===== config.mk =====
export PLATFORM = sky130hd
export DESIGN_NAME = pss_ctrl
export DESIGN_NICKNAME = d
export VERILOG_FILES = /design/src/include/pss_pkg.sv /design/src/rtl/pss_ctrl.sv /design/src/rtl/pss_sync.sv
export SDC_FILE = /design/constraint.sdc
export NUM_CORES = 1
export LEC_CHECK = 0
export BUFFER_PORTS_ARGS = -buffer_cell sky130_fd_sc_hd__buf_4
export CAP_MARGIN = 10
export CORE_ASPECT_RATIO = 1.4
export CORE_MARGIN = 2
export CORE_UTILIZATION = 30
export DETAILED_ROUTE_END_ITERATION = 7
export PLACE_DENSITY = 0.57
export SLEW_MARGIN = 20
export SYNTH_ARGS = -nofsm -noshare
export SYNTH_HDL_FRONTEND = slang
export SYNTH_SLANG_ARGS = --single-unit

===== constraint.sdc =====
create_clock -name ref_clk -period 2.21 [get_ports ref_clk]
set_clock_uncertainty 0.1 [all_clocks]
set_input_delay 0.1105 -clock ref_clk [delete_from_list [all_inputs] [get_ports ref_clk]]
set_output_delay 0.1105 -clock ref_clk [all_outputs]
set_load 0.03 [all_outputs]

===== src/include/pss_pkg.sv =====
// package of constants and carrier types for the psu status and control block
package pss_pkg;
  localparam int unsigned CLK_HZ = 10_000_000;
  localparam int unsigned MS_PER_S = 1000;
  // one millisecond tick from the 10 MHz clock
  localparam int unsigned TICK_CYC = CLK_HZ / MS_PER_S;
  // timing figures in milliseconds
  localparam int unsigned ON_DELAY_MIN_MS = 5;
  localparam int unsigned ON_DELAY_MAX_MS = 400;
  localparam int unsigned PG_OFF_MAX_MS = 50;
  localparam int unsigned PG_ON_MIN_MS = 100;
  localparam int unsigned PG_ON_MAX_MS = 500;
  localparam int unsigned PG_LOW_MIN_MS = 100;
  localparam int unsigned LED_HALF_MS = 500;
  // chosen delays, all within the windows above
  localparam int unsigned RAIL_EN_DELAY_MS = 10;
  localparam int unsigned RAIL_WAIT_MAX_MS = 350;
  localparam int unsigned PG_ASSERT_MS = 150;
  localparam int unsigned SYNC_STAGES = 3;

  localparam logic [1:0] LED_OFF = 2'h0;
  localparam logic [1:0] LED_GREEN = 2'h1;
  localparam logic [1:0] LED_YELLOW = 2'h2;

  typedef struct packed {
    logic ac_ok;
    logic main_in_reg;
    logic sb_in_reg;
    logic cur_limit;
    logic ac_lost_long;
    logic internal_fail;
    logic over_current;
    logic over_voltage;
    logic under_voltage;
    logic fan_fail;
    logic temp_warn;
    logic end_of_life;
    logic env_exceeded;
  } pss_status_t;

  typedef struct packed {
    logic green;
    logic yellow;
  } pss_led_t;
endpackage : pss_pkg


===== src/rtl/pss_ctrl.sv =====
// status and control signalling of a front-end power supply
`timescale 1ns/10ps
`default_nettype none
module pss_ctrl
  import pss_pkg::*;
#(
  parameter int unsigned TEMP_W = 8,
  parameter int unsigned PRE_MARGIN = 5,
  parameter int unsigned TICK_CYCLES = TICK_CYC
) (
  // clock, reset, enable
  input wire logic ref_clk,
  input wire logic rst_b,
  input wire logic clk_en,
  // host and backplane pins
  input wire logic on_request_n,
  input wire logic backplane_alert_n,
  input wire logic backplane_fault,
  // internal supply status
  input wire pss_status_t status_in,
  input wire logic [TEMP_W-1:0] probe_temp,
  input wire logic [TEMP_W-1:0] shutdown_temp,
  // power control
  output logic main_rail_en,
  output logic standby_en,
  output logic fan_force_max,
  // signalling pins
  output logic power_good_pin,
  output logic power_good_oe,
  output logic alert_out_n,
  output logic alert_oe,
  output logic thermal_preshutdown_warn,
  output logic [TEMP_W-1:0] temp_report,
  output pss_led_t led
);
  localparam int unsigned MS_W = 10;
  localparam logic [MS_W-1:0] EN_DLY = MS_W'(RAIL_EN_DELAY_MS);
  localparam logic [MS_W-1:0] WAIT_MAX = MS_W'(RAIL_WAIT_MAX_MS);
  localparam logic [MS_W-1:0] PG_DLY = MS_W'(PG_ASSERT_MS);
  localparam logic [MS_W-1:0] PG_LOW = MS_W'(PG_LOW_MIN_MS);
  localparam logic [MS_W-1:0] HALF = MS_W'(LED_HALF_MS);
  localparam int unsigned TK_W = $clog2(TICK_CYCLES + 1);

  initial begin
    if (TICK_CYCLES < 1) $error("tick period must be at least one cycle");
    if (PRE_MARGIN >= (1 << TEMP_W)) $error("margin does not fit temperature width");
    if (RAIL_EN_DELAY_MS < ON_DELAY_MIN_MS || RAIL_WAIT_MAX_MS > ON_DELAY_MAX_MS)
      $error("rail delay outside window");
    if (PG_ASSERT_MS < PG_ON_MIN_MS || PG_ASSERT_MS > PG_ON_MAX_MS) $error("power good delay outside window");
    if (PG_OFF_MAX_MS < 1) $error("power good off bound too small");
  end

  typedef enum logic [2:0] {
    ST_OFF, ST_RAMP, ST_WAIT_REG, ST_PG_DELAY, ST_ON, ST_FAULT
  } pss_state_t;

  pss_state_t state_q;
  logic on_req_s;
  logic bp_alert_s;
  logic bp_fault_s;
  logic [TK_W-1:0] tick_cnt_q;
  logic tick_q;
  logic [MS_W-1:0] ms_cnt_q;
  logic [MS_W-1:0] pg_low_cnt_q;
  logic [MS_W-1:0] blink_cnt_q;
  logic blink_q;
  logic critical;
  logic warning;
  logic pre_warn;
  logic pg_allowed;
  logic on_req_q;
  pss_led_t led_d;

  pss_sync #(.WIDTH(3), .INIT(3'h3)) u_sync (
    .ref_clk(ref_clk),
    .rst_b(rst_b),
    .clk_en(clk_en),
    .async_in({on_request_n, backplane_alert_n, backplane_fault}),
    .sync_out({on_req_s, bp_alert_s, bp_fault_s})
  );

  // decode used by the rail sequence and power good
  function automatic logic rail_reg_ok(input pss_status_t s);
    return s.main_in_reg && s.sb_in_reg && !s.under_voltage;
  endfunction

  // single free-running millisecond tick
  always_ff @(posedge ref_clk or negedge rst_b) begin
    if (!rst_b) begin
      tick_cnt_q <= '0;
      tick_q <= 1'b0;
    end else if (clk_en) begin
      if (tick_cnt_q == TK_W'(TICK_CYCLES - 1)) begin
        tick_cnt_q <= '0;
        tick_q <= 1'b1;
      end else begin
        tick_cnt_q <= tick_cnt_q + 1'b1;
        tick_q <= 1'b0;
      end
    end
  end

  // pre-shutdown comparator; shutdown below margin saturates to zero
  always_comb begin
    if (shutdown_temp < TEMP_W'(PRE_MARGIN)) begin
      pre_warn = 1'b1;
    end else begin
      pre_warn = probe_temp >= (shutdown_temp - TEMP_W'(PRE_MARGIN));
    end
  end

  // critical events shut down; warnings only signal
  assign critical = status_in.internal_fail | status_in.over_current | status_in.over_voltage
                  | status_in.under_voltage | status_in.fan_fail | bp_fault_s;
  assign warning = status_in.temp_warn | pre_warn | status_in.end_of_life | status_in.env_exceeded;
  assign pg_allowed = rail_reg_ok(status_in) && !status_in.ac_lost_long && !status_in.internal_fail;

  always_ff @(posedge ref_clk or negedge rst_b) begin
    if (!rst_b) begin
      on_req_q <= 1'b0;
    end else if (clk_en) begin
      on_req_q <= !on_req_s;
    end
  end

  // power sequence
  always_ff @(posedge ref_clk or negedge rst_b) begin
    if (!rst_b) begin
      state_q <= ST_OFF;
      ms_cnt_q <= '0;
    end else if (clk_en) begin
      if (on_req_s || bp_fault_s || !status_in.ac_ok) begin
        // a latched fault clears by toggling the request or losing ac
        state_q <= (bp_fault_s && !on_req_s && status_in.ac_ok) ? ST_FAULT : ST_OFF;
        ms_cnt_q <= '0;
      end else begin
        unique case (state_q)
          ST_OFF: begin
            if (on_req_q && pg_low_cnt_q >= PG_LOW) begin
              state_q <= ST_RAMP;
              ms_cnt_q <= '0;
            end
          end
          ST_RAMP: begin
            if (tick_q) ms_cnt_q <= ms_cnt_q + 1'b1;
            if (ms_cnt_q >= EN_DLY) begin
              state_q <= ST_WAIT_REG;
              ms_cnt_q <= '0;
            end
          end
          ST_WAIT_REG: begin
            if (tick_q) ms_cnt_q <= ms_cnt_q + 1'b1;
            if (critical) begin
              state_q <= ST_FAULT;
            end else if (rail_reg_ok(status_in) && !status_in.cur_limit) begin
              state_q <= ST_PG_DELAY;
              ms_cnt_q <= '0;
            end else if (ms_cnt_q >= WAIT_MAX) begin
              state_q <= ST_FAULT;
            end
          end
          ST_PG_DELAY: begin
            if (critical || !pg_allowed) begin
              state_q <= critical ? ST_FAULT : ST_WAIT_REG;
              ms_cnt_q <= '0;
            end else if (status_in.cur_limit) begin
              ms_cnt_q <= '0;
            end else begin
              if (tick_q) ms_cnt_q <= ms_cnt_q + 1'b1;
              if (ms_cnt_q >= PG_DLY) state_q <= ST_ON;
            end
          end
          ST_ON: begin
            if (critical) state_q <= ST_FAULT;
            else if (!pg_allowed) state_q <= ST_WAIT_REG;
          end
          ST_FAULT: state_q <= ST_FAULT;
          default: state_q <= ST_OFF;
        endcase
      end
    end
  end

  // time power good has been low; gates the next turn-on
  always_ff @(posedge ref_clk or negedge rst_b) begin
    if (!rst_b) begin
      pg_low_cnt_q <= '0;
    end else if (clk_en) begin
      if (state_q == ST_ON) begin
        pg_low_cnt_q <= '0;
      end else if (tick_q && pg_low_cnt_q < PG_LOW) begin
        pg_low_cnt_q <= pg_low_cnt_q + 1'b1;
      end
    end
  end

  // power outputs; standby stays on regardless of request
  always_ff @(posedge ref_clk or negedge rst_b) begin
    if (!rst_b) begin
      main_rail_en <= 1'b0;
      standby_en <= 1'b0;
      fan_force_max <= 1'b0;
    end else if (clk_en) begin
      // rail held off through the ramp delay so regulation can never come before 5 ms
      main_rail_en <= !on_req_s && !bp_fault_s && status_in.ac_ok
                      && (state_q inside {ST_WAIT_REG, ST_PG_DELAY, ST_ON});
      standby_en <= status_in.ac_ok;
      fan_force_max <= !bp_alert_s;
    end
  end

  // power good open drain: drive low unless good; drop at once on request removal
  always_ff @(posedge ref_clk or negedge rst_b) begin
    if (!rst_b) begin
      power_good_pin <= 1'b0;
      power_good_oe <= 1'b1;
    end else if (clk_en) begin
      power_good_pin <= 1'b0;
      power_good_oe <= !(state_q == ST_ON && pg_allowed && !on_req_s && !critical);
    end
  end

  // alert open drain and thermal report
  always_ff @(posedge ref_clk or negedge rst_b) begin
    if (!rst_b) begin
      alert_out_n <= 1'b0;
      alert_oe <= 1'b0;
      thermal_preshutdown_warn <= 1'b0;
      temp_report <= '0;
    end else if (clk_en) begin
      alert_out_n <= 1'b0;
      alert_oe <= critical | warning;
      thermal_preshutdown_warn <= pre_warn;
      temp_report <= probe_temp;
    end
  end

  // half-second phase for both flashing patterns
  always_ff @(posedge ref_clk or negedge rst_b) begin
    if (!rst_b) begin
      blink_cnt_q <= '0;
      blink_q <= 1'b0;
    end else if (clk_en && tick_q) begin
      if (blink_cnt_q == HALF - 1'b1) begin
        blink_cnt_q <= '0;
        blink_q <= !blink_q;
      end else begin
        blink_cnt_q <= blink_cnt_q + 1'b1;
      end
    end
  end

  // led priority: fail, warning, on, standby
  always_comb begin
    led_d = '0;
    if (!status_in.ac_ok) begin
      led_d = '0;
    end else if (critical || state_q == ST_FAULT) begin
      led_d.yellow = 1'b1;
    end else if (warning) begin
      led_d.yellow = blink_q;
      led_d.green = !blink_q;
    end else if (state_q == ST_ON) begin
      led_d.green = 1'b1;
    end else begin
      led_d.green = blink_q;
    end
  end

  always_ff @(posedge ref_clk or negedge rst_b) begin
    if (!rst_b) begin
      led <= '0;
    end else if (clk_en) begin
      led <= led_d;
    end
  end
endmodule : pss_ctrl
`default_nettype wire


===== src/rtl/pss_sync.sv =====
// three-flop input synchroniser with agreement filter
`timescale 1ns/10ps
`default_nettype none
module pss_sync
  import pss_pkg::*;
#(
  parameter int unsigned WIDTH = 1,
  parameter logic [WIDTH-1:0] INIT = '0
) (
  // clock and reset
  input wire logic ref_clk,
  input wire logic rst_b,
  input wire logic clk_en,
  // data
  input wire logic [WIDTH-1:0] async_in,
  output logic [WIDTH-1:0] sync_out
);
  logic [WIDTH-1:0] s1_q;
  logic [WIDTH-1:0] s2_q;
  logic [WIDTH-1:0] s3_q;

  initial begin
    if (WIDTH < 1) $error("pss_sync width must be at least one");
  end

  always_ff @(posedge ref_clk or negedge rst_b) begin
    if (!rst_b) begin
      s1_q <= INIT;
      s2_q <= INIT;
      s3_q <= INIT;
    end else if (clk_en) begin
      s1_q <= async_in;
      s2_q <= s1_q;
      s3_q <= s2_q;
    end
  end

  // a change counts only once stage two and three agree
  generate
    for (genvar i = 0; i < WIDTH; i++) begin : g_bit
      always_ff @(posedge ref_clk or negedge rst_b) begin
        if (!rst_b) begin
          sync_out[i] <= INIT[i];
        end else if (clk_en && (s2_q[i] == s3_q[i])) begin
          sync_out[i] <= s3_q[i];
        end
      end
    end
  endgenerate
endmodule : pss_sync
`default_nettype wire


==> results.md <==
* CP required at 2.38 ns
* Vias per inst at 4.85
* Slowest cell on crit path: o32a_1
* Drt drc at 0
* Ant diodes at 0
* Area of the die at 15200 sq um
* DRT Pass-1 Iters at 4
* Post-synth top area cell: dfrtp_1
* Routability Congestion at 0.839
* Cells along the critical path: inv_1, ha_2, o31ai_4, nand3_2, o32a_1, a21oi_4, buf_12, and3_1, o22a_1
* CP max FO at 7
* WP data arrival at 2.29 ns
* Setup WS post-layout at 0.0976 ns
* Peak supply drop at 0.437 mV
* Synthesis-to-layout area growth at 29.3%
* FFs w/ async S/R, synth at 1.00
* H-tree levels at 3
* Peak Freq at 473 MHz
* Vias in the first global route at 3562
* R2r startpoint: ms_cnt_q[0]$_DFFE_PN0P_
* Worst-case clock buffer depth at 2
* Drt first-iter violations at 149
* Critical Path Max Stage Delay at 0.42 ns
* Starting Density at 0.307
* Clk sinks at 78
* Final-stage net count at 568
* Static Leak at 0.00250 uW
* Hold_sp: status_in[0]
* Core area at 13900 sq um
* Worst path top cell family by delay: compound AO/OA/AOI/OAI gates
* Final count of negative-setup-slack endpoints at 0
* Areal power density over the cells at 734 nW/um^2
* Grt ovf at 0
* Largest net degree at the start of global routing at 43
* Post-detail-place hpwl at 7090 um
* Area after DPL at 5000 sq um
* Yosys reg bits at 78
* Final hold vios at 0
* CTS tree: yes
* Yosys top cell area share at 0.405
* RSZ-0062 raised after global routing: false
* Cells after Synth at 431
* Final max-slew violation count at 0
* Total power at 4050 uW
* Pre-CTS WS at -0.386 ns
* Later-pin clock latency in the skew report at 0.34 ns
* Io pins at 53
* WL per Instance at 13.6 um
* Share of cells above drive strength 1 at 0.264
* Fin area at 5520 sq um
* Setup CP Type: flip-flop to flip-flop
* Overall Global Routing Usage at 0.132
* Number of fill cells at 1429
* Largest cells by area after synthesis: dfrtp_1 (40%), dfstp_2 (5.5%), ha_1 (4.4%)
* CP bufs+invs at 2
* Post-route ant nets at 0
* Via count at 3437
* Post-Syn Area at 4270 sq um
* Buffers on Ports at 50
* Crit path capture type: flip-flop
* Tightest Hold Check Type: input pin to flip-flop
* Crit path launch: ms_cnt_q[0]$_DFFE_PN0P_
* CTS Buf Count at 9
* Ys Warns at 0
* Min cycle time layout at 2.11 ns
* Number of synthesized flops with an enable pin at 0
* Primary FF master, synth: dfrtp_1
* Chip width at 105 um
* Yosys cell types at 68
* Row cnt at 51
* Routed WL at 9610 um
* Max_cap viols at 0
* Startpoint Class: flip-flop
* Clock Tree Root: clkbuf_16
* Post-Syn Area per Cell at 9.90 sq um
* Die height at 145 um
* Global-route wire length before repair at 16400 um
* Initial antenna violation count at 0
* Seq/Total Area, Yosys at 0.460
* Status: finished clean
* Clock-pin slew on the worst setup and hold paths at 0.06 ns
* Final worst path period share at 0.956
## what timing repair did
| item | in CTS | in global routing |
|---|---|---|
| hold buffers | 13 | 0 |
| setup buffers | 0 | 2 |
| endpoints found under the setup margin | 10 | 12 |
| pin swaps | 2 | 4 |
| resized for setup | 2 | 7 |
| gates cloned | 0 | 1 |
| hold endpoints to repair | 47 | 0 |
## synthesized netlist by cell type (3+ instances only)
master	number
a21o_1	5
a21oi_1	17
a31oi_1	8
and2_1	6
and3_1	9
buf_4	3
buf_6	3
clkbuf_1	9
dfrtp_1	69
dfstp_2	9
ha_1	15
inv_1	21
mux2_2	15
nand2_1	34
nand2b_1	4
nand3_1	18
nand4_1	11
nor2_1	43
nor2b_1	3
nor3_1	7
o21ai_0	19
o21ai_1	4
o2bb2ai_1	3
o31ai_1	3
or3_1	8
xnor2_1	14
xor2_1	17
## per-layer routing
layer,global-route usage,share of wire,wire length (um),vias up
met2,0.226,0.51,4870,78
met5,0,0,0,-
met1,0.156,0.43,4110,1640
met3,0.0288,0.031,299,27
li1,-,-,-,1692
met4,0.0633,0.035,334,0
## worst min-delay path: cells and delay by family
| family | cells | cell delay [ns] |
|---|---|---|
| buffers and inverters | 1 | 0.08 |
| AND/OR/NAND/NOR | 4 | 0.23 |
## cell usage in the layout (no fill, tap or decap), drive strengths merged, types with 3 or more instances in the layout
| cell type | synthesis | final |
|---|---|---|
| a211oi | 3 | 3 |
| a21o | 5 | 5 |
| a21oi | 18 | 18 |
| a31oi | 8 | 8 |
| and2 | 6 | 6 |
| and3 | 10 | 10 |
| buf | 8 | 79 |
| clkbuf | 10 | 15 |
| dfrtp | 69 | 69 |
| dfstp | 9 | 9 |
| dlygate4sd3 | 0 | 13 |
| ha | 15 | 15 |
| inv | 21 | 21 |
| mux2 | 16 | 16 |
| nand2 | 35 | 35 |
| nand2b | 6 | 6 |
| nand3 | 18 | 18 |
| nand4 | 11 | 11 |
| nor2 | 43 | 43 |
| nor2b | 3 | 3 |
| nor3 | 9 | 9 |
| nor4 | 3 | 3 |
| o211ai | 3 | 3 |
| o21ai | 23 | 23 |
| o2bb2ai | 3 | 3 |
| o31ai | 3 | 3 |
| or3 | 8 | 8 |
| xnor2 | 14 | 14 |
| xor2 | 17 | 17 |
## state kept, by name (all words and copies together) (netlist names)
signal                    count
thermal_preshutdown_warn      1
ms_cnt_q                     10
pg_low_cnt_q                 10
blink_q                       1
blink_cnt_q                  10
power_good_oe                 1
main_rail_en                  1
u_sync.s1_q                   3
tick_q                        1
u_sync.sync_out               3
alert_oe                      1
u_sync.s3_q                   3
state_q                       3
temp_report                   8
fan_force_max                 1
u_sync.s2_q                   3
standby_en                    1
tick_cnt_q                   14
on_req_q                      1
led                           2
## path summary, 6_finish.rpt
path,cells past startpoint,endpoint,slack (ns)
max reg2reg,9,ms_cnt_q[2]$_DFFE_PN0P_,0.1
min in group asynchronous,2,state_q[0]$_DFFE_PN0P_,0.18
max,9,ms_cnt_q[2]$_DFFE_PN0P_,0.1
min,5,alert_oe$_DFFE_PN0P_,0.02
max in group asynchronous,3,u_sync.s3_q[1]$_DFFE_PN1P_,1.17
min reg2reg,1,pg_low_cnt_q[7]$_DFFE_PN0P_,0.38
## where the power goes
group	switching, uW	internal (uW)	total, uW
logic	449	391	840
registers	143	1600	1740
clock network	557	912	1470
total	1150	2900	4050
## per-stage QoR
stage,setup TNS [ns],cells,utilization,hold WS [ns]
after floorplan,0,432,-,-0.285
after global placement,-1.00,676,0.359,0.0137
after detailed placement,-1.25,676,0.359,0.0231
after CTS,0,705,0.391,0.0134
after global routing,0,708,0.397,0.0258
final,0,708,0.397,0.0209
## area by class of cell
| cell class | count | area (sq um) | area share |
|---|---|---|---|
| Inverter | 21 | 78.8 | 0.0143 |
| Sequential cell | 78 | 1960 | 0.356 |
| Clock inverter | 2 | 12.5 | 0.00227 |
| Timing Repair Buffer | 93 | 777 | 0.141 |
| Multi-Input combinational cell | 315 | 2160 | 0.391 |
| Clock buffer | 14 | 294 | 0.0533 |
| Tap cell | 185 | 231 | 0.0420 |
## cells by family (layout without fill, tap and decap cells)
family,Yosys count,after routing,synth area share
compound gates,86,86,0.138
xor+xnor,31,31,0.0637
fa+ha+maj,15,15,0.0440
buf+inv,39,130,0.0431
flops,78,78,0.460
mux,18,18,0.0478
other cells,1,2,0.000879
simple gates,163,163,0.202
Power figures use the tool's default switching activity.
